File: config.mk
export PLATFORM = sky130hd
export DESIGN_NAME = ufc_top
export DESIGN_NICKNAME = d
export VERILOG_FILES = /design/src/verilog/ufc_baud_gen.v /design/src/verilog/ufc_buf2.v /design/src/verilog/ufc_top.v
export VERILOG_INCLUDE_DIRS = /design/src /design/src/shared
export SDC_FILE = /design/constraint.sdc
export NUM_CORES = 1
export LEC_CHECK = 0
export BUFFER_PORTS_ARGS = -buffer_cell sky130_fd_sc_hd__buf_2
export CORE_MARGIN = 3
export CORE_UTILIZATION = 25
export DETAILED_ROUTE_END_ITERATION = 8
export GPL_TIMING_DRIVEN = 1
export PLACE_DENSITY = 0.55
export SKIP_CTS_REPAIR_TIMING = 1
export SYNTH_ARGS = -nofsm -noshare
export SYNTH_HDL_FRONTEND = slang
export SYNTH_SLANG_ARGS = --single-unit
File: constraint.sdc
create_clock -name i_clk -period 5 [get_ports i_clk]
set_clock_uncertainty 0.15 [all_clocks]
set_input_delay 0.5 -clock i_clk [delete_from_list [all_inputs] [get_ports i_clk]]
set_output_delay 0.5 -clock i_clk [all_outputs]
set_load 0.005 [all_outputs]
File: src/shared/ufc_defines.vh
// register indices, field positions, codes and reset values of the serial port configuration block
// assumes it is included by bare name; definitions only
`ifndef UFC_DEFINES_VH
`define UFC_DEFINES_VH

// register indices, byte address is four times the index
`define UFC_IDX_RXDATA_LO 6'h00
`define UFC_IDX_RXDATA_HI 6'h01
`define UFC_IDX_TXDATA_LO 6'h02
`define UFC_IDX_TXDATA_HI 6'h03
`define UFC_IDX_RX_CTRL 6'h06
`define UFC_IDX_FRAME 6'h07
`define UFC_IDX_BAUD_LO 6'h08
`define UFC_IDX_BAUD_HI 6'h09
`define UFC_IDX_DEBUG 6'h0B
`define UFC_IDX_EVENT 6'h0C

// reset values
`define UFC_RST_FRAME 8'h03
`define UFC_RST_SPI_FIELDS 2'h0
`define UFC_RST_BAUD 16'h0000
`define UFC_RST_RX_CTRL 3'h0
`define UFC_RST_DEBUG 1'h0
`define UFC_RST_EVENT 1'h0

// field positions
`define UFC_COMM_MODE_SELECT_MSB 7
`define UFC_COMM_MODE_SELECT_LSB 6
`define UFC_PARITY_SELECT_MSB 5
`define UFC_PARITY_SELECT_LSB 4
`define UFC_STOP_BIT_SELECT_POS 3
`define UFC_CHAR_SIZE_SELECT_MSB 2
`define UFC_CHAR_SIZE_SELECT_LSB 0
`define UFC_ORDER_POS 2
`define UFC_PHASE_POS 1
`define UFC_MULTIPROCESSOR_ADDR_MODE_POS 0
`define UFC_RECEIVER_SPEED_MODE_MSB 2
`define UFC_RECEIVER_SPEED_MODE_LSB 1
`define UFC_RUN_IN_DEBUG_HALT_POS 0
`define UFC_INFRARED_EVENT_INPUT_ENABLE_POS 0

// communication modes
`define UFC_CM_ASYNC 2'h0
`define UFC_CM_SYNC 2'h1
`define UFC_CM_IR 2'h2
`define UFC_CM_SPI 2'h3

// parity codes
`define UFC_PAR_OFF 2'h0
`define UFC_PAR_RSV 2'h1
`define UFC_PAR_EVEN 2'h2
`define UFC_PAR_ODD 2'h3

// character size codes
`define UFC_CH_5 3'h0
`define UFC_CH_6 3'h1
`define UFC_CH_7 3'h2
`define UFC_CH_8 3'h3
`define UFC_CH_RSV4 3'h4
`define UFC_CH_RSV5 3'h5
`define UFC_CH_9LOW 3'h6
`define UFC_CH_9HIGH 3'h7

`endif

File: src/verilog/ufc_baud_gen.v
// baud prescaler: one-cycle tick every divisor+1 enabled cycles
// assumes reload pulse arrives after the divisor input already holds the new value
`timescale 1ns/1ps
module ufc_baud_gen #(
  parameter DIV_WIDTH = 16
) (
  // clock and reset
  input wire i_clk,
  input wire i_resetn,
  // control
  input wire [DIV_WIDTH-1:0] i_divisor,
  input wire i_reload,
  input wire i_enable,
  // tick out
  output wire o_tick
);
  reg [DIV_WIDTH-1:0] count_ff;
  reg tick_ff;

  assign o_tick = tick_ff;

  always @(posedge i_clk or negedge i_resetn) begin
    if (!i_resetn) begin
      count_ff <= {DIV_WIDTH{1'b0}};
      tick_ff <= 1'b0;
    end else begin
      tick_ff <= 1'b0;
      if (i_reload) begin
        // restart at once, mid-frame or not
        count_ff <= i_divisor;
      end else if (i_enable) begin
        if (count_ff == {DIV_WIDTH{1'b0}}) begin
          count_ff <= i_divisor;
          tick_ff <= 1'b1;
        end else begin
          count_ff <= count_ff - {{(DIV_WIDTH-1){1'b0}}, 1'b1};
        end
      end
    end
  end
endmodule // ufc_baud_gen

File: src/verilog/ufc_buf2.v
// two-entry valid/ready buffer
// assumes both sides on i_clk; in_ready is honest full, out_valid honest empty
`timescale 1ns/1ps
module ufc_buf2 #(
  parameter WIDTH = 9
) (
  // clock and reset
  input wire i_clk,
  input wire i_resetn,
  // filling side
  input wire i_in_valid,
  input wire [WIDTH-1:0] i_in_data,
  output wire o_in_ready,
  // draining side
  output wire o_out_valid,
  output wire [WIDTH-1:0] o_out_data,
  input wire i_out_ready
);
  reg [WIDTH-1:0] mem_ff [0:1];
  reg rd_ptr_ff;
  reg wr_ptr_ff;
  reg [1:0] count_ff;
  wire push;
  wire pop;

  assign o_in_ready = (count_ff != 2'h2);
  assign o_out_valid = (count_ff != 2'h0);
  assign o_out_data = mem_ff[rd_ptr_ff];
  assign push = i_in_valid & o_in_ready;
  assign pop = o_out_valid & i_out_ready;

  always @(posedge i_clk or negedge i_resetn) begin
    if (!i_resetn) begin
      rd_ptr_ff <= 1'b0;
      wr_ptr_ff <= 1'b0;
      count_ff <= 2'h0;
      mem_ff[0] <= {WIDTH{1'b0}};
      mem_ff[1] <= {WIDTH{1'b0}};
    end else begin
      if (push) begin
        mem_ff[wr_ptr_ff] <= i_in_data;
        wr_ptr_ff <= ~wr_ptr_ff;
      end
      if (pop) begin
        rd_ptr_ff <= ~rd_ptr_ff;
      end
      if (push && !pop) begin
        count_ff <= count_ff + 2'h1;
      end else if (pop && !push) begin
        count_ff <= count_ff - 2'h1;
      end
    end
  end
endmodule // ufc_buf2

File: src/verilog/ufc_top.v
// serial port frame, mode and baud configuration with apb register access
// assumes apb master on i_clk; tx/rx datapath, debug halt and event source on the same clock
// Operation
// - a control bit enables receiver multi-processor addressing mode.
// - two-bit mode field selects asynchronous, synchronous, infrared or host spi.
// - in host spi mode frame control shows only mode, bit order, phase.
// - parity field: none, reserved, even, odd.
// - transmitter sends one or two stop bits; receiver ignores the setting.
// - shared size field selects 5 to 9 data bits; two codes reserved.
// - nine-bit codes choose low or high byte first for data access.
// - spi bit order selects msb or lsb first; a change disrupts transfers.
// - spi phase selects sampling on leading or trailing clock edge.
// - 16-bit baud divisor split across two byte registers.
// - any divisor write reloads the prescaler at once.
// - without debug-run the port freezes and ignores events during halt.
// - infrared event input enabled by 0, disabled by 1.
`timescale 1ns/1ps
`include "ufc_defines.vh"
module ufc_top #(
  parameter DIV_WIDTH = 16,
  parameter DATA_WIDTH = 9
) (
  // clock and reset
  input wire i_clk,
  input wire i_resetn,
  // apb slave
  input wire i_psel,
  input wire i_penable,
  input wire i_pwrite,
  input wire [7:0] i_paddr,
  input wire [31:0] i_pwdata,
  output wire [31:0] o_prdata,
  output wire o_pready,
  output wire o_pslverr,
  // debug and event
  input wire i_debug_halt,
  input wire i_ir_event,
  output wire o_ir_event,
  output wire o_port_freeze,
  // effective configuration
  output wire [1:0] o_comm_mode,
  output wire o_multiprocessor_addr_mode,
  output wire [1:0] o_receiver_speed_mode,
  output wire o_parity_enable,
  output wire o_parity_odd,
  output wire o_stop_bits_two,
  output wire [3:0] o_data_bits,
  output wire o_nine_bit_high_first,
  output wire o_bit_order_lsb,
  output wire o_sample_trailing,
  output wire [DIV_WIDTH-1:0] o_baud_divisor,
  output wire o_baud_tick,
  output wire o_xfer_disrupt,
  // transmit data towards the shifter
  output wire o_tx_valid,
  output wire [DATA_WIDTH-1:0] o_tx_data,
  input wire i_tx_ready,
  // receive data from the shifter
  input wire i_rx_valid,
  input wire [DATA_WIDTH-1:0] i_rx_data,
  output wire o_rx_ready
);
  // stored registers
  reg [7:0] frame_ff;
  reg [1:0] spi_fields_ff;
  reg [DIV_WIDTH-1:0] baud_ff;
  reg [2:0] rx_ctrl_ff;
  reg run_in_debug_halt_ff;
  reg infrared_event_input_enable_ff;
  reg [7:0] tx_lo_ff;
  reg tx_hi_ff;
  reg [31:0] prdata_ff;
  reg baud_reload_ff;
  reg disrupt_ff;
  // registered effective configuration
  reg parity_enable_ff;
  reg parity_odd_ff;
  reg [3:0] data_bits_ff;
  reg nine_high_first_ff;
  reg nine_bit_ff;

  wire [5:0] idx;
  wire setup;
  wire access;
  wire wr_acc;
  wire rd_acc;
  wire mapped;
  wire [1:0] comm_mode_select;
  wire host_spi_mode;
  wire infrared_mode;
  wire freeze;
  wire is_push;
  wire is_pop;
  wire buf_in_ready;
  wire buf_out_valid;
  wire [DATA_WIDTH-1:0] push_data;
  reg [31:0] nxt_prdata;
  reg [3:0] nxt_data_bits;
  reg nxt_nine_high_first;
  reg nxt_nine_bit;

  // size code to effective bit count, reserved codes to nearest defined
  function [3:0] ufc_size_bits;
    input [2:0] code;
    begin
      case (code)
        `UFC_CH_5: ufc_size_bits = 4'h5;
        `UFC_CH_6: ufc_size_bits = 4'h6;
        `UFC_CH_7: ufc_size_bits = 4'h7;
        `UFC_CH_8: ufc_size_bits = 4'h8;
        `UFC_CH_RSV4: ufc_size_bits = 4'h8;
        default: ufc_size_bits = 4'h9;
      endcase
    end
  endfunction

  function ufc_idx_hit;
    input [5:0] a;
    input [5:0] b;
    begin
      ufc_idx_hit = (a == b);
    end
  endfunction

  assign idx = i_paddr[7:2];
  assign setup = i_psel & ~i_penable;
  assign access = i_psel & i_penable;
  assign comm_mode_select = frame_ff[`UFC_COMM_MODE_SELECT_MSB:`UFC_COMM_MODE_SELECT_LSB];
  assign host_spi_mode = (comm_mode_select == `UFC_CM_SPI);
  assign infrared_mode = (comm_mode_select == `UFC_CM_IR);
  assign freeze = i_debug_halt & ~run_in_debug_halt_ff;

  assign mapped = ufc_idx_hit(idx, `UFC_IDX_RXDATA_LO) | ufc_idx_hit(idx, `UFC_IDX_RXDATA_HI) |
                  ufc_idx_hit(idx, `UFC_IDX_TXDATA_LO) | ufc_idx_hit(idx, `UFC_IDX_TXDATA_HI) |
                  ufc_idx_hit(idx, `UFC_IDX_RX_CTRL) | ufc_idx_hit(idx, `UFC_IDX_FRAME) |
                  ufc_idx_hit(idx, `UFC_IDX_BAUD_LO) | ufc_idx_hit(idx, `UFC_IDX_BAUD_HI) |
                  ufc_idx_hit(idx, `UFC_IDX_DEBUG) | ufc_idx_hit(idx, `UFC_IDX_EVENT) |
                  (i_paddr[1:0] != 2'h0);

  // the access that completes a nine-bit word is the second byte in the chosen order
  assign is_push = nine_bit_ff ?
                   ufc_idx_hit(idx, nine_high_first_ff ? `UFC_IDX_TXDATA_LO : `UFC_IDX_TXDATA_HI) :
                   ufc_idx_hit(idx, `UFC_IDX_TXDATA_LO);
  assign is_pop = nine_bit_ff ?
                  ufc_idx_hit(idx, nine_high_first_ff ? `UFC_IDX_RXDATA_LO : `UFC_IDX_RXDATA_HI) :
                  ufc_idx_hit(idx, `UFC_IDX_RXDATA_LO);

  // a full buffer stalls the completing write
  assign o_pready = ~(i_psel & i_pwrite & is_push & (i_paddr[1:0] == 2'h0)) | buf_in_ready;
  assign o_pslverr = access & o_pready & ~mapped;
  assign wr_acc = access & o_pready & i_pwrite & mapped & (i_paddr[1:0] == 2'h0);
  assign rd_acc = access & o_pready & ~i_pwrite & mapped & (i_paddr[1:0] == 2'h0);
  assign o_prdata = prdata_ff;

  assign push_data = !nine_bit_ff ? {1'b0, i_pwdata[7:0]} :
                     nine_high_first_ff ? {tx_hi_ff, i_pwdata[7:0]} : {i_pwdata[0], tx_lo_ff};
  assign o_rx_ready = rd_acc & is_pop;

  // read view, taken in the setup cycle
  always @* begin
    nxt_prdata = 32'h00000000;
    case (idx)
      `UFC_IDX_RXDATA_LO: nxt_prdata[7:0] = i_rx_data[7:0];
      `UFC_IDX_RXDATA_HI: nxt_prdata[0] = i_rx_data[8];
      `UFC_IDX_TXDATA_LO: nxt_prdata[7:0] = tx_lo_ff;
      `UFC_IDX_TXDATA_HI: nxt_prdata[0] = tx_hi_ff;
      `UFC_IDX_RX_CTRL: nxt_prdata[2:0] = rx_ctrl_ff;
      `UFC_IDX_FRAME: begin
        if (host_spi_mode) begin
          nxt_prdata[`UFC_COMM_MODE_SELECT_MSB:`UFC_COMM_MODE_SELECT_LSB] = comm_mode_select;
          nxt_prdata[`UFC_ORDER_POS:`UFC_PHASE_POS] = spi_fields_ff;
        end else begin
          nxt_prdata[7:0] = frame_ff;
        end
      end
      `UFC_IDX_BAUD_LO: nxt_prdata[7:0] = baud_ff[7:0];
      `UFC_IDX_BAUD_HI: nxt_prdata[7:0] = baud_ff[15:8];
      `UFC_IDX_DEBUG: nxt_prdata[`UFC_RUN_IN_DEBUG_HALT_POS] = run_in_debug_halt_ff;
      `UFC_IDX_EVENT: nxt_prdata[`UFC_INFRARED_EVENT_INPUT_ENABLE_POS] = infrared_event_input_enable_ff;
      default: nxt_prdata = 32'h00000000;
    endcase
    if (i_paddr[1:0] != 2'h0) begin
      nxt_prdata = 32'h00000000;
    end
  end

  // register writes
  always @(posedge i_clk or negedge i_resetn) begin
    if (!i_resetn) begin
      frame_ff <= `UFC_RST_FRAME;
      spi_fields_ff <= `UFC_RST_SPI_FIELDS;
      baud_ff <= `UFC_RST_BAUD;
      rx_ctrl_ff <= `UFC_RST_RX_CTRL;
      run_in_debug_halt_ff <= `UFC_RST_DEBUG;
      infrared_event_input_enable_ff <= `UFC_RST_EVENT;
      tx_lo_ff <= 8'h00;
      tx_hi_ff <= 1'b0;
      prdata_ff <= 32'h00000000;
      baud_reload_ff <= 1'b0;
      disrupt_ff <= 1'b0;
    end else begin
      baud_reload_ff <= 1'b0;
      disrupt_ff <= 1'b0;
      if (setup && !i_pwrite) begin
        prdata_ff <= nxt_prdata;
      end
      if (wr_acc) begin
        case (idx)
          `UFC_IDX_TXDATA_LO: tx_lo_ff <= i_pwdata[7:0];
          `UFC_IDX_TXDATA_HI: tx_hi_ff <= i_pwdata[0];
          `UFC_IDX_RX_CTRL: rx_ctrl_ff <= i_pwdata[2:0];
          `UFC_IDX_FRAME: begin
            frame_ff[`UFC_COMM_MODE_SELECT_MSB:`UFC_COMM_MODE_SELECT_LSB] <= i_pwdata[`UFC_COMM_MODE_SELECT_MSB:`UFC_COMM_MODE_SELECT_LSB];
            if (host_spi_mode) begin
              spi_fields_ff <= i_pwdata[`UFC_ORDER_POS:`UFC_PHASE_POS];
              disrupt_ff <= (i_pwdata[`UFC_ORDER_POS] != spi_fields_ff[1]);
            end else begin
              frame_ff[5:0] <= i_pwdata[5:0];
            end
          end
          `UFC_IDX_BAUD_LO: begin
            baud_ff[7:0] <= i_pwdata[7:0];
            baud_reload_ff <= 1'b1;
            disrupt_ff <= 1'b1;
          end
          `UFC_IDX_BAUD_HI: begin
            baud_ff[15:8] <= i_pwdata[7:0];
            baud_reload_ff <= 1'b1;
            disrupt_ff <= 1'b1;
          end
          `UFC_IDX_DEBUG: run_in_debug_halt_ff <= i_pwdata[`UFC_RUN_IN_DEBUG_HALT_POS];
          `UFC_IDX_EVENT: infrared_event_input_enable_ff <= i_pwdata[`UFC_INFRARED_EVENT_INPUT_ENABLE_POS];
          default: tx_hi_ff <= tx_hi_ff;
        endcase
      end
    end
  end

  // effective framing decode
  always @* begin
    nxt_data_bits = ufc_size_bits(frame_ff[`UFC_CHAR_SIZE_SELECT_MSB:`UFC_CHAR_SIZE_SELECT_LSB]);
    nxt_nine_bit = (nxt_data_bits == 4'h9);
    nxt_nine_high_first = (frame_ff[`UFC_CHAR_SIZE_SELECT_MSB:`UFC_CHAR_SIZE_SELECT_LSB] == `UFC_CH_9HIGH);
  end

  always @(posedge i_clk or negedge i_resetn) begin
    if (!i_resetn) begin
      parity_enable_ff <= 1'b0;
      parity_odd_ff <= 1'b0;
      data_bits_ff <= 4'h8;
      nine_high_first_ff <= 1'b0;
      nine_bit_ff <= 1'b0;
    end else begin
      // reserved parity code acts as parity off
      parity_enable_ff <= frame_ff[`UFC_PARITY_SELECT_MSB];
      parity_odd_ff <= (frame_ff[`UFC_PARITY_SELECT_MSB:`UFC_PARITY_SELECT_LSB] == `UFC_PAR_ODD);
      data_bits_ff <= nxt_data_bits;
      nine_bit_ff <= nxt_nine_bit;
      nine_high_first_ff <= nxt_nine_high_first;
    end
  end

  assign o_comm_mode = comm_mode_select;
  assign o_multiprocessor_addr_mode = rx_ctrl_ff[`UFC_MULTIPROCESSOR_ADDR_MODE_POS];
  // software is expected to keep this at normal in asynchronous and infrared modes
  assign o_receiver_speed_mode = rx_ctrl_ff[`UFC_RECEIVER_SPEED_MODE_MSB:`UFC_RECEIVER_SPEED_MODE_LSB];
  assign o_parity_enable = parity_enable_ff & ~host_spi_mode;
  assign o_parity_odd = parity_odd_ff;
  assign o_stop_bits_two = frame_ff[`UFC_STOP_BIT_SELECT_POS] & ~host_spi_mode;
  assign o_data_bits = data_bits_ff;
  assign o_nine_bit_high_first = nine_high_first_ff;
  assign o_bit_order_lsb = host_spi_mode & spi_fields_ff[1];
  assign o_sample_trailing = host_spi_mode & spi_fields_ff[0];
  assign o_baud_divisor = baud_ff;
  assign o_xfer_disrupt = disrupt_ff;
  assign o_port_freeze = freeze;
  assign o_ir_event = i_ir_event & infrared_mode & ~infrared_event_input_enable_ff & ~freeze;
  assign o_tx_valid = buf_out_valid & ~freeze;

  ufc_baud_gen #(
    .DIV_WIDTH(DIV_WIDTH)
  ) u_baud (
    .i_clk(i_clk),
    .i_resetn(i_resetn),
    .i_divisor(baud_ff),
    .i_reload(baud_reload_ff),
    .i_enable(~freeze),
    .o_tick(o_baud_tick)
  );

  ufc_buf2 #(
    .WIDTH(DATA_WIDTH)
  ) u_txbuf (
    .i_clk(i_clk),
    .i_resetn(i_resetn),
    .i_in_valid(access & i_pwrite & is_push & (i_paddr[1:0] == 2'h0)),
    .i_in_data(push_data),
    .o_in_ready(buf_in_ready),
    .o_out_valid(buf_out_valid),
    .o_out_data(o_tx_data),
    .i_out_ready(i_tx_ready & ~freeze)
  );
endmodule // ufc_top
==> flow_summary.html, run 1 <==
<table>
<tr><th>Metric</th><th>Value</th></tr>
<tr><th colspan="2">Status</th></tr>
<tr><td>Result of the run</td><td>complete, no violations</td></tr>
<tr><th colspan="2">Floorplanning</th></tr>
<tr><td>DIE AREA</td><td>23300 um^2</td></tr>
<tr><td>Placement row count</td><td>53</td></tr>
<tr><td>Num ports</td><td>138</td></tr>
<tr><td>Die extent in x</td><td>about 150 um</td></tr>
<tr><td>Floorplan die height</td><td>153 um</td></tr>
<tr><td>Initial Util</td><td>between 20 and 30%</td></tr>
<tr><td>Area of the placeable core</td><td>21100 um^2</td></tr>
<tr><th colspan="2">Placed design</th></tr>
<tr><td>Detailed placement HPWL</td><td>11800 um</td></tr>
<tr><td>Post-placement worst setup slack</td><td>2.03 ns</td></tr>
<tr><td>Routability cong.</td><td>0.832</td></tr>
<tr><td>IO buf count</td><td>88</td></tr>
<tr><th colspan="2">GRT</th></tr>
<tr><td>Overflow after GRT</td><td>0</td></tr>
<tr><td>Wire length of the first global-routing pass</td><td>roughly 25000 um</td></tr>
<tr><td>Via count of the first global-routing pass</td><td>4015</td></tr>
<tr><td>Antenna violations before repair</td><td>1</td></tr>
<tr><td>Largest net degree at the start of global routing</td><td>between 50 and 60</td></tr>
<tr><td>Overall track demand over capacity in global routing</td><td>between 10% and 20%</td></tr>
<tr><th colspan="2">Pwr</th></tr>
<tr><td>Static power due to leakage</td><td>2.98 nW</td></tr>
<tr><td>Peak ir drop on the vdd network</td><td>0.194 mV</td></tr>
<tr><td>Clock share of power</td><td>40.1%</td></tr>
<tr><td>Portion of total power attributed to sequential cells</td><td>a little under half</td></tr>
<tr><td>Total power of the final layout</td><td>1.93 mW</td></tr>
<tr><td>Reported net switching power</td><td>0.537 mW</td></tr>
<tr><td>Switching share of power</td><td>between 20% and 30%</td></tr>
<tr><td>PwrDens</td><td>306 nW/um^2</td></tr>
<tr><td>Proportion of power drawn by combinational gates</td><td>a little over an eighth</td></tr>
<tr><td>Pint</td><td>1.40 mW</td></tr>
<tr><th colspan="2">Setup path</th></tr>
<tr><td>Required time of the critical path</td><td>between 5 and 6 ns</td></tr>
<tr><td>Crit Path Max Fanout</td><td>22</td></tr>
<tr><td>Category of the worst setup path launch point</td><td>flop</td></tr>
<tr><td>CP max-delay cell</td><td>sky130_fd_sc_hd__a41oi_2</td></tr>
<tr><td>Chain of cells forming the critical path</td><td>inv_1, ha_1, nor4b_1, a41oi_2, mux2_2, o22a_1</td></tr>
<tr><td>Kind of critical path</td><td>reg2reg</td></tr>
<tr><td>Data arrival time of the critical path</td><td>3.10 ns</td></tr>
<tr><td>Startpoint of the most critical register-to-register path</td><td>u_baud.count_ff[0]</td></tr>
<tr><td>Timing startpoint of the critical path</td><td>u_baud.count_ff[0]</td></tr>
<tr><td>Max incr delay on CP</td><td>~0.74 ns</td></tr>
<tr><td>Crit end category</td><td>flop</td></tr>
<tr><th colspan="2">Yosys</th></tr>
<tr><td>Distinct cells, synth</td><td>between 70 and 80</td></tr>
<tr><td>Yosys warning count</td><td>0</td></tr>
<tr><td>Synth Flop Type</td><td>sky130_fd_sc_hd__dfrtp_1</td></tr>
<tr><td>Yosys top cell area share</td><td>43.8%</td></tr>
<tr><td>Synth Area per Inst</td><td>11.0 um^2</td></tr>
<tr><td>Number of synthesized register bits</td><td>97</td></tr>
<tr><td>Instance count of the mapped netlist</td><td>roughly 490</td></tr>
<tr><td>Sequential fraction of the synthesis area</td><td>45.2%</td></tr>
<tr><td>Biggest area consumer among synthesized cells</td><td>sky130_fd_sc_hd__dfrtp_1</td></tr>
<tr><td>Number of flops mapped to enable cells by yosys</td><td>0</td></tr>
<tr><td>Dominant cells by area after synthesis</td><td>sky130_fd_sc_hd__dfrtp_1 (44%), sky130_fd_sc_hd__mux2_2 (16%), sky130_fd_sc_hd__buf_4 (3.8%)</td></tr>
<tr><td>Async S/R FF share, synth</td><td>100%</td></tr>
<tr><td>Area of the mapped netlist</td><td>5380 um^2</td></tr>
<tr><th colspan="2">Routing</th></tr>
<tr><td>DRT antenna net count</td><td>0</td></tr>
<tr><td>DRT iter0 DRCs</td><td>332</td></tr>
<tr><td>Vias/cell</td><td>4.85</td></tr>
<tr><td>Post-route DRC violation count</td><td>0</td></tr>
<tr><td>Post-DR wirelength/cell</td><td>18.6 um</td></tr>
<tr><td>Aggregate routed wire length</td><td>15700 um</td></tr>
<tr><td>Via count</td><td>4103</td></tr>
<tr><td>Total iterations of the first detailed-routing run</td><td>5</td></tr>
<tr><th colspan="2">STA</th></tr>
<tr><td>Hold WS</td><td>~0.052 ns</td></tr>
<tr><td>Headroom to the max-slew limit</td><td>25.7%</td></tr>
<tr><td>Achievable frequency</td><td>332 MHz</td></tr>
<tr><td>Crit path time final</td><td>3.01 ns</td></tr>
<tr><td>Sum Neg Setup Slack</td><td>0 ns</td></tr>
<tr><td>Final setup margin</td><td>1.99 ns</td></tr>
<tr><td>Max-slew violation total from the final report</td><td>0</td></tr>
<tr><td>Worst slew pin tran</td><td>1.11 ns</td></tr>
<tr><td>Final clock period utilization by the worst path</td><td>60.3%</td></tr>
<tr><td>Setup repair after global routing missed its margin</td><td>false</td></tr>
<tr><td>Final hold vios</td><td>0</td></tr>
<tr><td>Number of endpoints failing setup at the final stage</td><td>0</td></tr>
<tr><th colspan="2">Job</th></tr>
<tr><td>Number of maximum-capacitance violations</td><td>0</td></tr>
<tr><th colspan="2">Final layout</th></tr>
<tr><td>Leading cell types in the layout, fill and taps excluded</td><td>sky130_fd_sc_hd__dfrtp_1 (94), sky130_fd_sc_hd__buf_2 (87), sky130_fd_sc_hd__mux2_2 (78)</td></tr>
<tr><td>Sequential standard cell area</td><td>2430 um^2</td></tr>
<tr><td>Total inserted antenna cells</td><td>0</td></tr>
<tr><td>Layout overhead on the synthesized area</td><td>17.5%</td></tr>
<tr><td>Proportion of layout cells with a drive suffix above 1</td><td>35.2%</td></tr>
<tr><td>Most common cell after layout, fill and taps aside</td><td>sky130_fd_sc_hd__dfrtp_1</td></tr>
<tr><td>Combined area of the multi-input logic cells</td><td>around 2700 um^2</td></tr>
<tr><td>Number of nets in the layout</td><td>627</td></tr>
<tr><td>Count of fill cells added during filler insertion</td><td>2246</td></tr>
<tr><th colspan="2">Clock tree</th></tr>
<tr><td>H-tree lvl count</td><td>3</td></tr>
<tr><td>CTS sink cnt</td><td>97</td></tr>
<tr><td>Worst-skew pair later-pin latency</td><td>0.36 ns</td></tr>
<tr><td>Master cell of the clock root buffer</td><td>sky130_fd_sc_hd__clkbuf_16</td></tr>
<tr><td>Clk slew on worst S/H paths</td><td>0.07 ns</td></tr>
<tr><td>CTS tree</td><td>done</td></tr>
<tr><td>Number of buffers on the longest clock path</td><td>2</td></tr>
<tr><td>Num CTS Buffers</td><td>9</td></tr>
<tr><th colspan="2">Worst hold path</th></tr>
<tr><td>Worst min-delay path category</td><td>in2async</td></tr>
</table>
## sequential cells by signal, indices dropped and copies added, names as in the netlist, 2 cells and up
signal / count
u_txbuf.mem_ff: 18
o_baud_divisor: 16
u_baud.count_ff: 16
frame_ff: 8
o_prdata: 8
tx_lo_ff: 8
o_data_bits: 4
rx_ctrl_ff: 3
spi_fields_ff: 2
u_txbuf.count_ff: 2
## power groups by stage
stage                     Sequential, mW  Clock, mW  Combinational [mW]
after detailed placement           0.919          0               0.250
final                              0.907      0.775               0.252
after global routing               0.916      0.829               0.277
after CTS                          0.905      0.797               0.253
after floorplan                    0.889          0               0.190
after global placement             0.918          0               0.245
## metal layers
layer / GRT usage [%] / part of all wire [%] / vias up / routed length [um]
met5: 0 / 0.083 / - / 13
met4: 2.59 / 1.0 / 2 / 157
met3: 4.26 / 6.4 / 11 / 1010
met2: 21.4 / 47 / 130 / 7430
met1: 18.1 / 45 / 2035 / 7130
li1: - / - / 1925 / -
## metrics by stage
step,utilization (%),instance area (um^2),instances
3_5_place_dp,28.4,5990,830
2_1_floorplan,-,5460,512
6_report,30.0,6320,846
4_1_cts,30.0,6320,846
5_1_grt,30.0,6320,846
3_3_place_gp,28.4,5990,830
## path summary, 6_finish.rpt
check                                      end  slack, ns  depth (start not counted)
setup / recovery           u_baud.count_ff[10]       1.99                          6
hold / removal              u_txbuf.mem_ff[14]       0.05                          1
setup reg to reg           u_baud.count_ff[10]       1.99                          6
hold reg to reg               parity_enable_ff       0.28                          0
max in group asynchronous          frame_ff[0]       3.57                          2
min in group i_clk            parity_enable_ff       0.28                          0
## synth_stat cells, drive strengths merged (4+ instances only)
| cell type | count |
|---|---|
| a21oi | 10 |
| a221o | 5 |
| a22oi | 4 |
| a31oi | 4 |
| and2 | 7 |
| and3 | 12 |
| buf | 32 |
| clkbuf | 18 |
| dfrtp | 94 |
| inv | 10 |
| mux2 | 80 |
| mux2i | 12 |
| nand2 | 26 |
| nand2b | 5 |
| nand3 | 20 |
| nand4 | 11 |
| nor2 | 20 |
| nor2b | 5 |
| nor3 | 13 |
| nor3b | 4 |
| nor4 | 9 |
| o211ai | 4 |
| o21ai | 11 |
| or3 | 4 |
| or4 | 5 |
| xnor2 | 5 |
| xor2 | 5 |
## area by class of cell
cell class / instances / area share, %
Clock buffer: 11 / 3.84
Clock inverter: 5 / 1.37
Inverter: 10 / 0.594
Multi-Input combinational cell: 355 / 42.7
Sequential cell: 97 / 38.5
Tap cell: 275 / 5.45
Timing Repair Buffer: 93 / 7.61
## critical path: cells and delay by family, from the launching register on
family / cells / cell delay [ns]
adders and majority gates: 1 / 0.18
buffers and inverters: 1 / 0.17
DFF: 1 / 0.39
AOI/OAI and AO/OA: 2 / 0.94
and+or+nand+nor: 1 / 0.58
muxes: 1 / 0.50
## cell families (layout without fill, tap and decap cells)
| family | Yosys count | in the layout | share of synthesized area (%) |
|---|---|---|---|
| and+or+nand+nor | 158 | 158 | 17.3 |
| DFF | 97 | 97 | 45.2 |
| muxes | 92 | 92 | 19.0 |
| AOI/OAI and AO/OA | 68 | 68 | 9.84 |
| buffers and inverters | 60 | 119 | 6.26 |
| xor gates and xnor gates | 10 | 10 | 1.63 |
| adders and majority gates | 3 | 3 | 0.698 |
| other | 1 | 24 | 0.0697 |
(Power assumes the default switching activity.)
==> inputs of run 2 (changes only) <==
- PLACE_DENSITY: 0.55 -> 0.56
- clock period: 5 -> 2.63 ns (I/O delays scaled with it)
==> flow_summary.html, run 2 (same netlist as run 1, synthesis figures left out) <==
<table>
<tr><th>Metric</th><th>Value</th></tr>
<tr><th colspan="2">GRT</th></tr>
<tr><td>Overall track demand over capacity in global routing</td><td>13.0%</td></tr>
<tr><td>Overflow after GRT</td><td>0</td></tr>
<tr><td>Largest net degree at the start of global routing</td><td>46</td></tr>
<tr><td>Wire length of the first global-routing pass</td><td>~24000 um</td></tr>
<tr><td>Via count of the first global-routing pass</td><td>around 4000</td></tr>
<tr><td>Antenna violations before repair</td><td>0</td></tr>
<tr><th colspan="2">Clock tree</th></tr>
<tr><td>Clk slew on worst S/H paths</td><td>0.07 ns</td></tr>
<tr><td>Master cell of the clock root buffer</td><td>sky130_fd_sc_hd__clkbuf_16</td></tr>
<tr><td>Num CTS Buffers</td><td>9</td></tr>
<tr><td>H-tree lvl count</td><td>3</td></tr>
<tr><td>Number of buffers on the longest clock path</td><td>2</td></tr>
<tr><td>Worst-skew pair later-pin latency</td><td>0.35 ns</td></tr>
<tr><td>CTS sink cnt</td><td>a little under 100</td></tr>
<tr><td>CTS tree</td><td>done</td></tr>
<tr><th colspan="2">STA</th></tr>
<tr><td>Final clock period utilization by the worst path</td><td>between 90% and 100%</td></tr>
<tr><td>Hold WS</td><td>0.0611 ns</td></tr>
<tr><td>Crit path time final</td><td>2.41 ns</td></tr>
<tr><td>Final hold vios</td><td>0</td></tr>
<tr><td>Setup repair after global routing missed its margin</td><td>false</td></tr>
<tr><td>Number of endpoints failing setup at the final stage</td><td>0</td></tr>
<tr><td>Final setup margin</td><td>0.225 ns</td></tr>
<tr><td>Achievable frequency</td><td>416 MHz</td></tr>
<tr><td>Sum Neg Setup Slack</td><td>0 ns</td></tr>
<tr><td>Worst slew pin tran</td><td>slightly below 0.7 ns</td></tr>
<tr><td>Max-slew violation total from the final report</td><td>0</td></tr>
<tr><td>Headroom to the max-slew limit</td><td>between 50% and 60%</td></tr>
<tr><th colspan="2">Final layout</th></tr>
<tr><td>Layout Utilization</td><td>30.7%</td></tr>
<tr><td>Layout overhead on the synthesized area</td><td>20.4%</td></tr>
<tr><td>Max FFs per register</td><td>18</td></tr>
<tr><td>Largest reg by FF count</td><td>u_txbuf.mem_ff</td></tr>
<tr><td>Proportion of layout cells with a drive suffix above 1</td><td>37.7%</td></tr>
<tr><td>Most common cell after layout, fill and taps aside</td><td>sky130_fd_sc_hd__dfrtp_1</td></tr>
<tr><td>Leading cell types in the layout, fill and taps excluded</td><td>sky130_fd_sc_hd__dfrtp_1 (94), sky130_fd_sc_hd__buf_2 (87), sky130_fd_sc_hd__mux2_2 (78)</td></tr>
<tr><td>Number of nets in the layout</td><td>648</td></tr>
<tr><th colspan="2">Setup path</th></tr>
<tr><td>Max incr delay on CP</td><td>0.52 ns</td></tr>
<tr><td>Kind of critical path</td><td>reg2out</td></tr>
<tr><td>Top delay family on crit path</td><td>simple AND/OR/NAND/NOR gates</td></tr>
<tr><td>Data arrival time of the critical path</td><td>around 2 ns</td></tr>
<tr><td>Crit end category</td><td>primary output</td></tr>
<tr><td>Internal reg-to-reg setup slack</td><td>0.33 ns</td></tr>
<tr><td>CP max-delay cell</td><td>sky130_fd_sc_hd__or4_1</td></tr>
<tr><td>Category of the worst setup path launch point</td><td>flop</td></tr>
<tr><td>Chain of cells forming the critical path</td><td>nand2b_1, xnor2_1, or4_1, buf_2</td></tr>
<tr><td>Crit Path Max Fanout</td><td>5</td></tr>
<tr><td>Required time of the critical path</td><td>2.22 ns</td></tr>
<tr><td>Number of buffers and inverters on the critical path</td><td>1</td></tr>
<tr><th colspan="2">Floorplanning</th></tr>
<tr><td>Floorplan die height</td><td>153 um</td></tr>
<tr><td>Area of the placeable core</td><td>21100 um^2</td></tr>
<tr><td>DIE AREA</td><td>23300 um^2</td></tr>
<tr><td>Placement row count</td><td>53</td></tr>
<tr><td>Num ports</td><td>138</td></tr>
<tr><td>Initial Util</td><td>between 20% and 30%</td></tr>
<tr><td>Die extent in x</td><td>roughly 150 um</td></tr>
<tr><th colspan="2">Routing</th></tr>
<tr><td>Post-route DRC violation count</td><td>0</td></tr>
<tr><td>Aggregate routed wire length</td><td>15300 um</td></tr>
<tr><td>Total iterations of the first detailed-routing run</td><td>4</td></tr>
<tr><td>DRT iter0 DRCs</td><td>272</td></tr>
<tr><td>Vias/cell</td><td>~4.8</td></tr>
<tr><td>Via count</td><td>4132</td></tr>
<tr><td>Post-DR wirelength/cell</td><td>17.6 um</td></tr>
<tr><td>DRT antenna net count</td><td>0</td></tr>
<tr><th colspan="2">Placed design</th></tr>
<tr><td>Routability cong.</td><td>0.821</td></tr>
<tr><td>IO buf count</td><td>88</td></tr>
<tr><td>Detailed placement HPWL</td><td>11700 um</td></tr>
<tr><td>Post-placement worst setup slack</td><td>approximately 0.20 ns</td></tr>
<tr><th colspan="2">Worst hold path</th></tr>
<tr><td>Worst min-delay path category</td><td>in2reg</td></tr>
<tr><th colspan="2">Job</th></tr>
<tr><td>Number of maximum-capacitance violations</td><td>0</td></tr>
<tr><th colspan="2">Pwr</th></tr>
<tr><td>Static power due to leakage</td><td>3.08 nW</td></tr>
<tr><td>PwrDens</td><td>~550 nW/um^2</td></tr>
<tr><td>Peak ir drop on the vdd network</td><td>between 0.4 and 0.5 mV</td></tr>
<tr><th colspan="2">Status</th></tr>
<tr><td>Result of the run</td><td>complete, no violations</td></tr>
</table>
run 2: cell count changes in the layout (fill, tap and decap cells not counted), sizes merged:
cell,before,now
clkbuf,11,10
dlygate4sd3,0,1
buf,93,113
clkinvlp,0,1
clkinv,1,2
diode,0,1
bufinv,2,1
run 2: routing by layer:
metal	wire length (um)	vias up	share of wire, %	global-route usage, %
li1	-	1964	-	-
met3	739	11	4.8	3.55
met4	148	0	0.97	2.08
met2	7460	115	49	21.3
met1	6930	2042	45	17.7
met5	0	-	0	0
run 2: worst paths after layout:
path,startpoint,to,cells past startpoint
setup / recovery,o_nine_bit_high_first,o_pready,4
hold / removal,i_pwdata[7],tx_lo_ff[7],2
setup reg to reg,o_nine_bit_high_first,u_txbuf.count_ff[1],7
hold reg to reg,frame_ff[5],parity_enable_ff,0
max in group asynchronous,i_resetn,o_data_bits[3],3
min in group asynchronous,i_resetn,u_txbuf.mem_ff[0],2
run 2: per-stage QoR:
stage                     cell area [um^2]  cells  power [mW]
final                                 6470    868        3.57
after CTS                             6460    866        3.61
after global placement                6160    850        2.24
after floorplan                       5460    512        2.05
after global routing                  6470    867        3.76
after detailed placement              6160    850        2.25
run 2: worst register-to-register path, delay by kind of cell, from the launching register on:
family	cells	cell delay, ns
xor+xnor	3	0.87
fa+ha+maj	1	0.23
flops	1	0.42
simple gates	3	0.55
run 2: cell type report:
cell class / instances / area [um^2]
repair buffers: 114 / 653
diodes: 1 / 2.50
fillers: 2202 / 14600
flip-flops and latches: 97 / 2430
inverters: 10 / 37.5
clock buffers: 10 / 239
well taps: 275 / 344
clock inverters: 6 / 65.1
multi-input cells: 355 / 2700
run 2: power breakdown:
part	switching (mW)	total (mW)	leakage [nW]	internal, mW
logic	0.272	0.495	1.65	0.224
clock network	0.584	1.35	0.149	0.767
registers	0.136	1.72	1.28	1.59
total	0.992	3.57	3.08	2.58
==> inputs of run 3 (changes only) <==
- CORE_ASPECT_RATIO: not set -> 0.9
==> flow_summary.html, run 3 (same netlist as run 1, synthesis figures left out) <==
<table>
<tr><th>Metric</th><th>Value</th></tr>
<tr><th colspan="2">Status</th></tr>
<tr><td>Result of the run</td><td>complete, no violations</td></tr>
<tr><th colspan="2">STA</th></tr>
<tr><td>Number of endpoints failing setup at the final stage</td><td>0</td></tr>
<tr><td>Final clock period utilization by the worst path</td><td>94.6%</td></tr>
<tr><td>Achievable frequency</td><td>~400 MHz</td></tr>
<tr><td>Max-slew violation total from the final report</td><td>0</td></tr>
<tr><td>Sum Neg Setup Slack</td><td>0 ns</td></tr>
<tr><td>Crit path time final</td><td>2.49 ns</td></tr>
<tr><td>Hold WS</td><td>0.0699 ns</td></tr>
<tr><td>Final hold vios</td><td>0</td></tr>
<tr><td>Worst slew pin tran</td><td>0.667 ns</td></tr>
<tr><td>Headroom to the max-slew limit</td><td>a little under three fifths</td></tr>
<tr><td>Setup repair after global routing missed its margin</td><td>false</td></tr>
<tr><th colspan="2">Pwr</th></tr>
<tr><td>Portion of total power attributed to sequential cells</td><td>about half</td></tr>
<tr><td>Pint</td><td>2.51 mW</td></tr>
<tr><td>PwrDens</td><td>approximately 540 nW/um^2</td></tr>
<tr><td>Reported net switching power</td><td>1.01 mW</td></tr>
<tr><td>Total power of the final layout</td><td>3.52 mW</td></tr>
<tr><td>Clock share of power</td><td>~37%</td></tr>
<tr><td>Switching share of power</td><td>28.7%</td></tr>
<tr><td>Static power due to leakage</td><td>between 3 and 4 nW</td></tr>
<tr><td>Peak ir drop on the vdd network</td><td>0.351 mV</td></tr>
<tr><td>Proportion of power drawn by combinational gates</td><td>around 14%</td></tr>
<tr><th colspan="2">Routing</th></tr>
<tr><td>Vias/cell</td><td>4.71</td></tr>
<tr><td>Total iterations of the first detailed-routing run</td><td>6</td></tr>
<tr><td>Aggregate routed wire length</td><td>15500 um</td></tr>
<tr><td>Via count</td><td>4133</td></tr>
<tr><td>DRT antenna net count</td><td>0</td></tr>
<tr><td>Post-DR wirelength/cell</td><td>17.7 um</td></tr>
<tr><td>Post-route DRC violation count</td><td>0</td></tr>
<tr><td>DRT iter0 DRCs</td><td>241</td></tr>
<tr><th colspan="2">Setup path</th></tr>
<tr><td>Required time of the critical path</td><td>between 2 and 2.5 ns</td></tr>
<tr><td>Kind of critical path</td><td>reg2out</td></tr>
<tr><td>Crit end category</td><td>primary output</td></tr>
<tr><td>Category of the worst setup path launch point</td><td>flop</td></tr>
<tr><td>Data arrival time of the critical path</td><td>2.07 ns</td></tr>
<tr><td>Crit Path Max Fanout</td><td>6</td></tr>
<tr><th colspan="2">Final layout</th></tr>
<tr><td>Max FFs per register</td><td>18</td></tr>
<tr><td>Largest reg by FF count</td><td>u_txbuf.mem_ff</td></tr>
<tr><td>Count of placed standard cells in the final layout, fillers left out</td><td>877</td></tr>
<tr><td>Most common cell after layout, fill and taps aside</td><td>sky130_fd_sc_hd__dfrtp_1</td></tr>
<tr><td>Number of nets in the layout</td><td>647</td></tr>
<tr><td>Leading cell types in the layout, fill and taps excluded</td><td>sky130_fd_sc_hd__dfrtp_1 (94), sky130_fd_sc_hd__buf_2 (87), sky130_fd_sc_hd__mux2_2 (78)</td></tr>
<tr><td>Proportion of layout cells with a drive suffix above 1</td><td>between 30% and 40%</td></tr>
<tr><td>Layout overhead on the synthesized area</td><td>20.1%</td></tr>
<tr><td>Total inserted antenna cells</td><td>0</td></tr>
<tr><th colspan="2">Clock tree</th></tr>
<tr><td>CTS tree</td><td>done</td></tr>
<tr><td>Num CTS Buffers</td><td>9</td></tr>
<tr><td>H-tree lvl count</td><td>3</td></tr>
<tr><td>Master cell of the clock root buffer</td><td>sky130_fd_sc_hd__clkbuf_16</td></tr>
<tr><td>Number of buffers on the longest clock path</td><td>2</td></tr>
<tr><td>Clk slew on worst S/H paths</td><td>0.07 ns</td></tr>
<tr><td>Worst-skew pair later-pin latency</td><td>0.35 ns</td></tr>
<tr><td>CTS sink cnt</td><td>97</td></tr>
<tr><th colspan="2">GRT</th></tr>
<tr><td>Antenna violations before repair</td><td>1</td></tr>
<tr><td>Largest net degree at the start of global routing</td><td>50</td></tr>
<tr><td>Overflow after GRT</td><td>0</td></tr>
<tr><td>Overall track demand over capacity in global routing</td><td>13.2%</td></tr>
<tr><td>Wire length of the first global-routing pass</td><td>about 24000 um</td></tr>
<tr><td>Via count of the first global-routing pass</td><td>4050</td></tr>
<tr><th colspan="2">Job</th></tr>
<tr><td>Number of maximum-capacitance violations</td><td>0</td></tr>
<tr><th colspan="2">Placed design</th></tr>
<tr><td>Detailed placement HPWL</td><td>~12000 um</td></tr>
<tr><td>IO buf count</td><td>88</td></tr>
<tr><td>Post-placement cell count</td><td>860</td></tr>
<tr><td>Routability cong.</td><td>between 0.8 and 0.9</td></tr>
<tr><th colspan="2">Floorplanning</th></tr>
<tr><td>Num ports</td><td>138</td></tr>
<tr><td>Die extent in x</td><td>between 150 and 200 um</td></tr>
<tr><td>Placement row count</td><td>50</td></tr>
<tr><td>Area of the placeable core</td><td>21000 um^2</td></tr>
<tr><td>Floorplan die height</td><td>145 um</td></tr>
<tr><td>DIE AREA</td><td>23300 um^2</td></tr>
<tr><td>Initial Util</td><td>25.7%</td></tr>
<tr><th colspan="2">Worst hold path</th></tr>
<tr><td>Worst min-delay path category</td><td>in2reg</td></tr>
</table>
## run 3: worst paths after layout
kind | startpoint | end | slack (ns) | cells past startpoint
max in group asynchronous | i_resetn | tx_lo_ff[5] | 1.29 | 3
min in group asynchronous | i_resetn | u_baud.count_ff[13] | 0.33 | 2
setup / recovery | o_nine_bit_high_first | o_pready | 0.14 | 4
setup reg to reg | o_nine_bit_high_first | u_txbuf.count_ff[1] | 0.31 | 6
hold reg to reg | frame_ff[5] | parity_enable_ff | 0.27 | 0
hold / removal | i_pwdata[7] | tx_lo_ff[7] | 0.07 | 2
## run 3: stage by stage
step	utilization [%]	instance area (um^2)	setup slack [ns]
after floorplan	-	5460	0.341
after global placement	29.4	6160	0.246
after detailed placement	29.4	6160	0.226
after CTS	30.8	6450	0.0939
after global routing	30.8	6460	0.0196
final	30.8	6460	0.142
## run 3: power groups by stage
stage | clock [mW] | sequential, mW | combinational, mW
after floorplan | 0 | 1.69 | 0.360
after global placement | 0 | 1.75 | 0.499
after detailed placement | 0 | 1.75 | 0.501
after CTS | 1.31 | 1.73 | 0.504
after global routing | 1.37 | 1.75 | 0.561
final | 1.29 | 1.73 | 0.501
## run 3: area by class of cell
class | count | area [um^2]
well taps | 286 | 358
multi-input cells | 355 | 2700
repair buffers | 113 | 646
clock buffers | 12 | 256
fillers | 2192 | 14500
inverters | 10 | 37.5
clock inverters | 4 | 28.8
flip-flops and latches | 97 | 2430
## run 3: metal layers
metal	up-vias	wire length, um	global-route usage [%]
met4	2	246	4.56
met2	111	7020	20.5
met3	18	772	2.54
li1	1961	-	-
met1	2041	7460	18.4
met5	-	7	0
## run 3: worst max-delay path, stage by stage, from the launching register on
cell and delay (ns):
sky130_fd_sc_hd__dfrtp_1 0.43, sky130_fd_sc_hd__nand2b_1 0.29, sky130_fd_sc_hd__xnor2_1 0.30, sky130_fd_sc_hd__or4_1 0.55, sky130_fd_sc_hd__buf_2 0.15
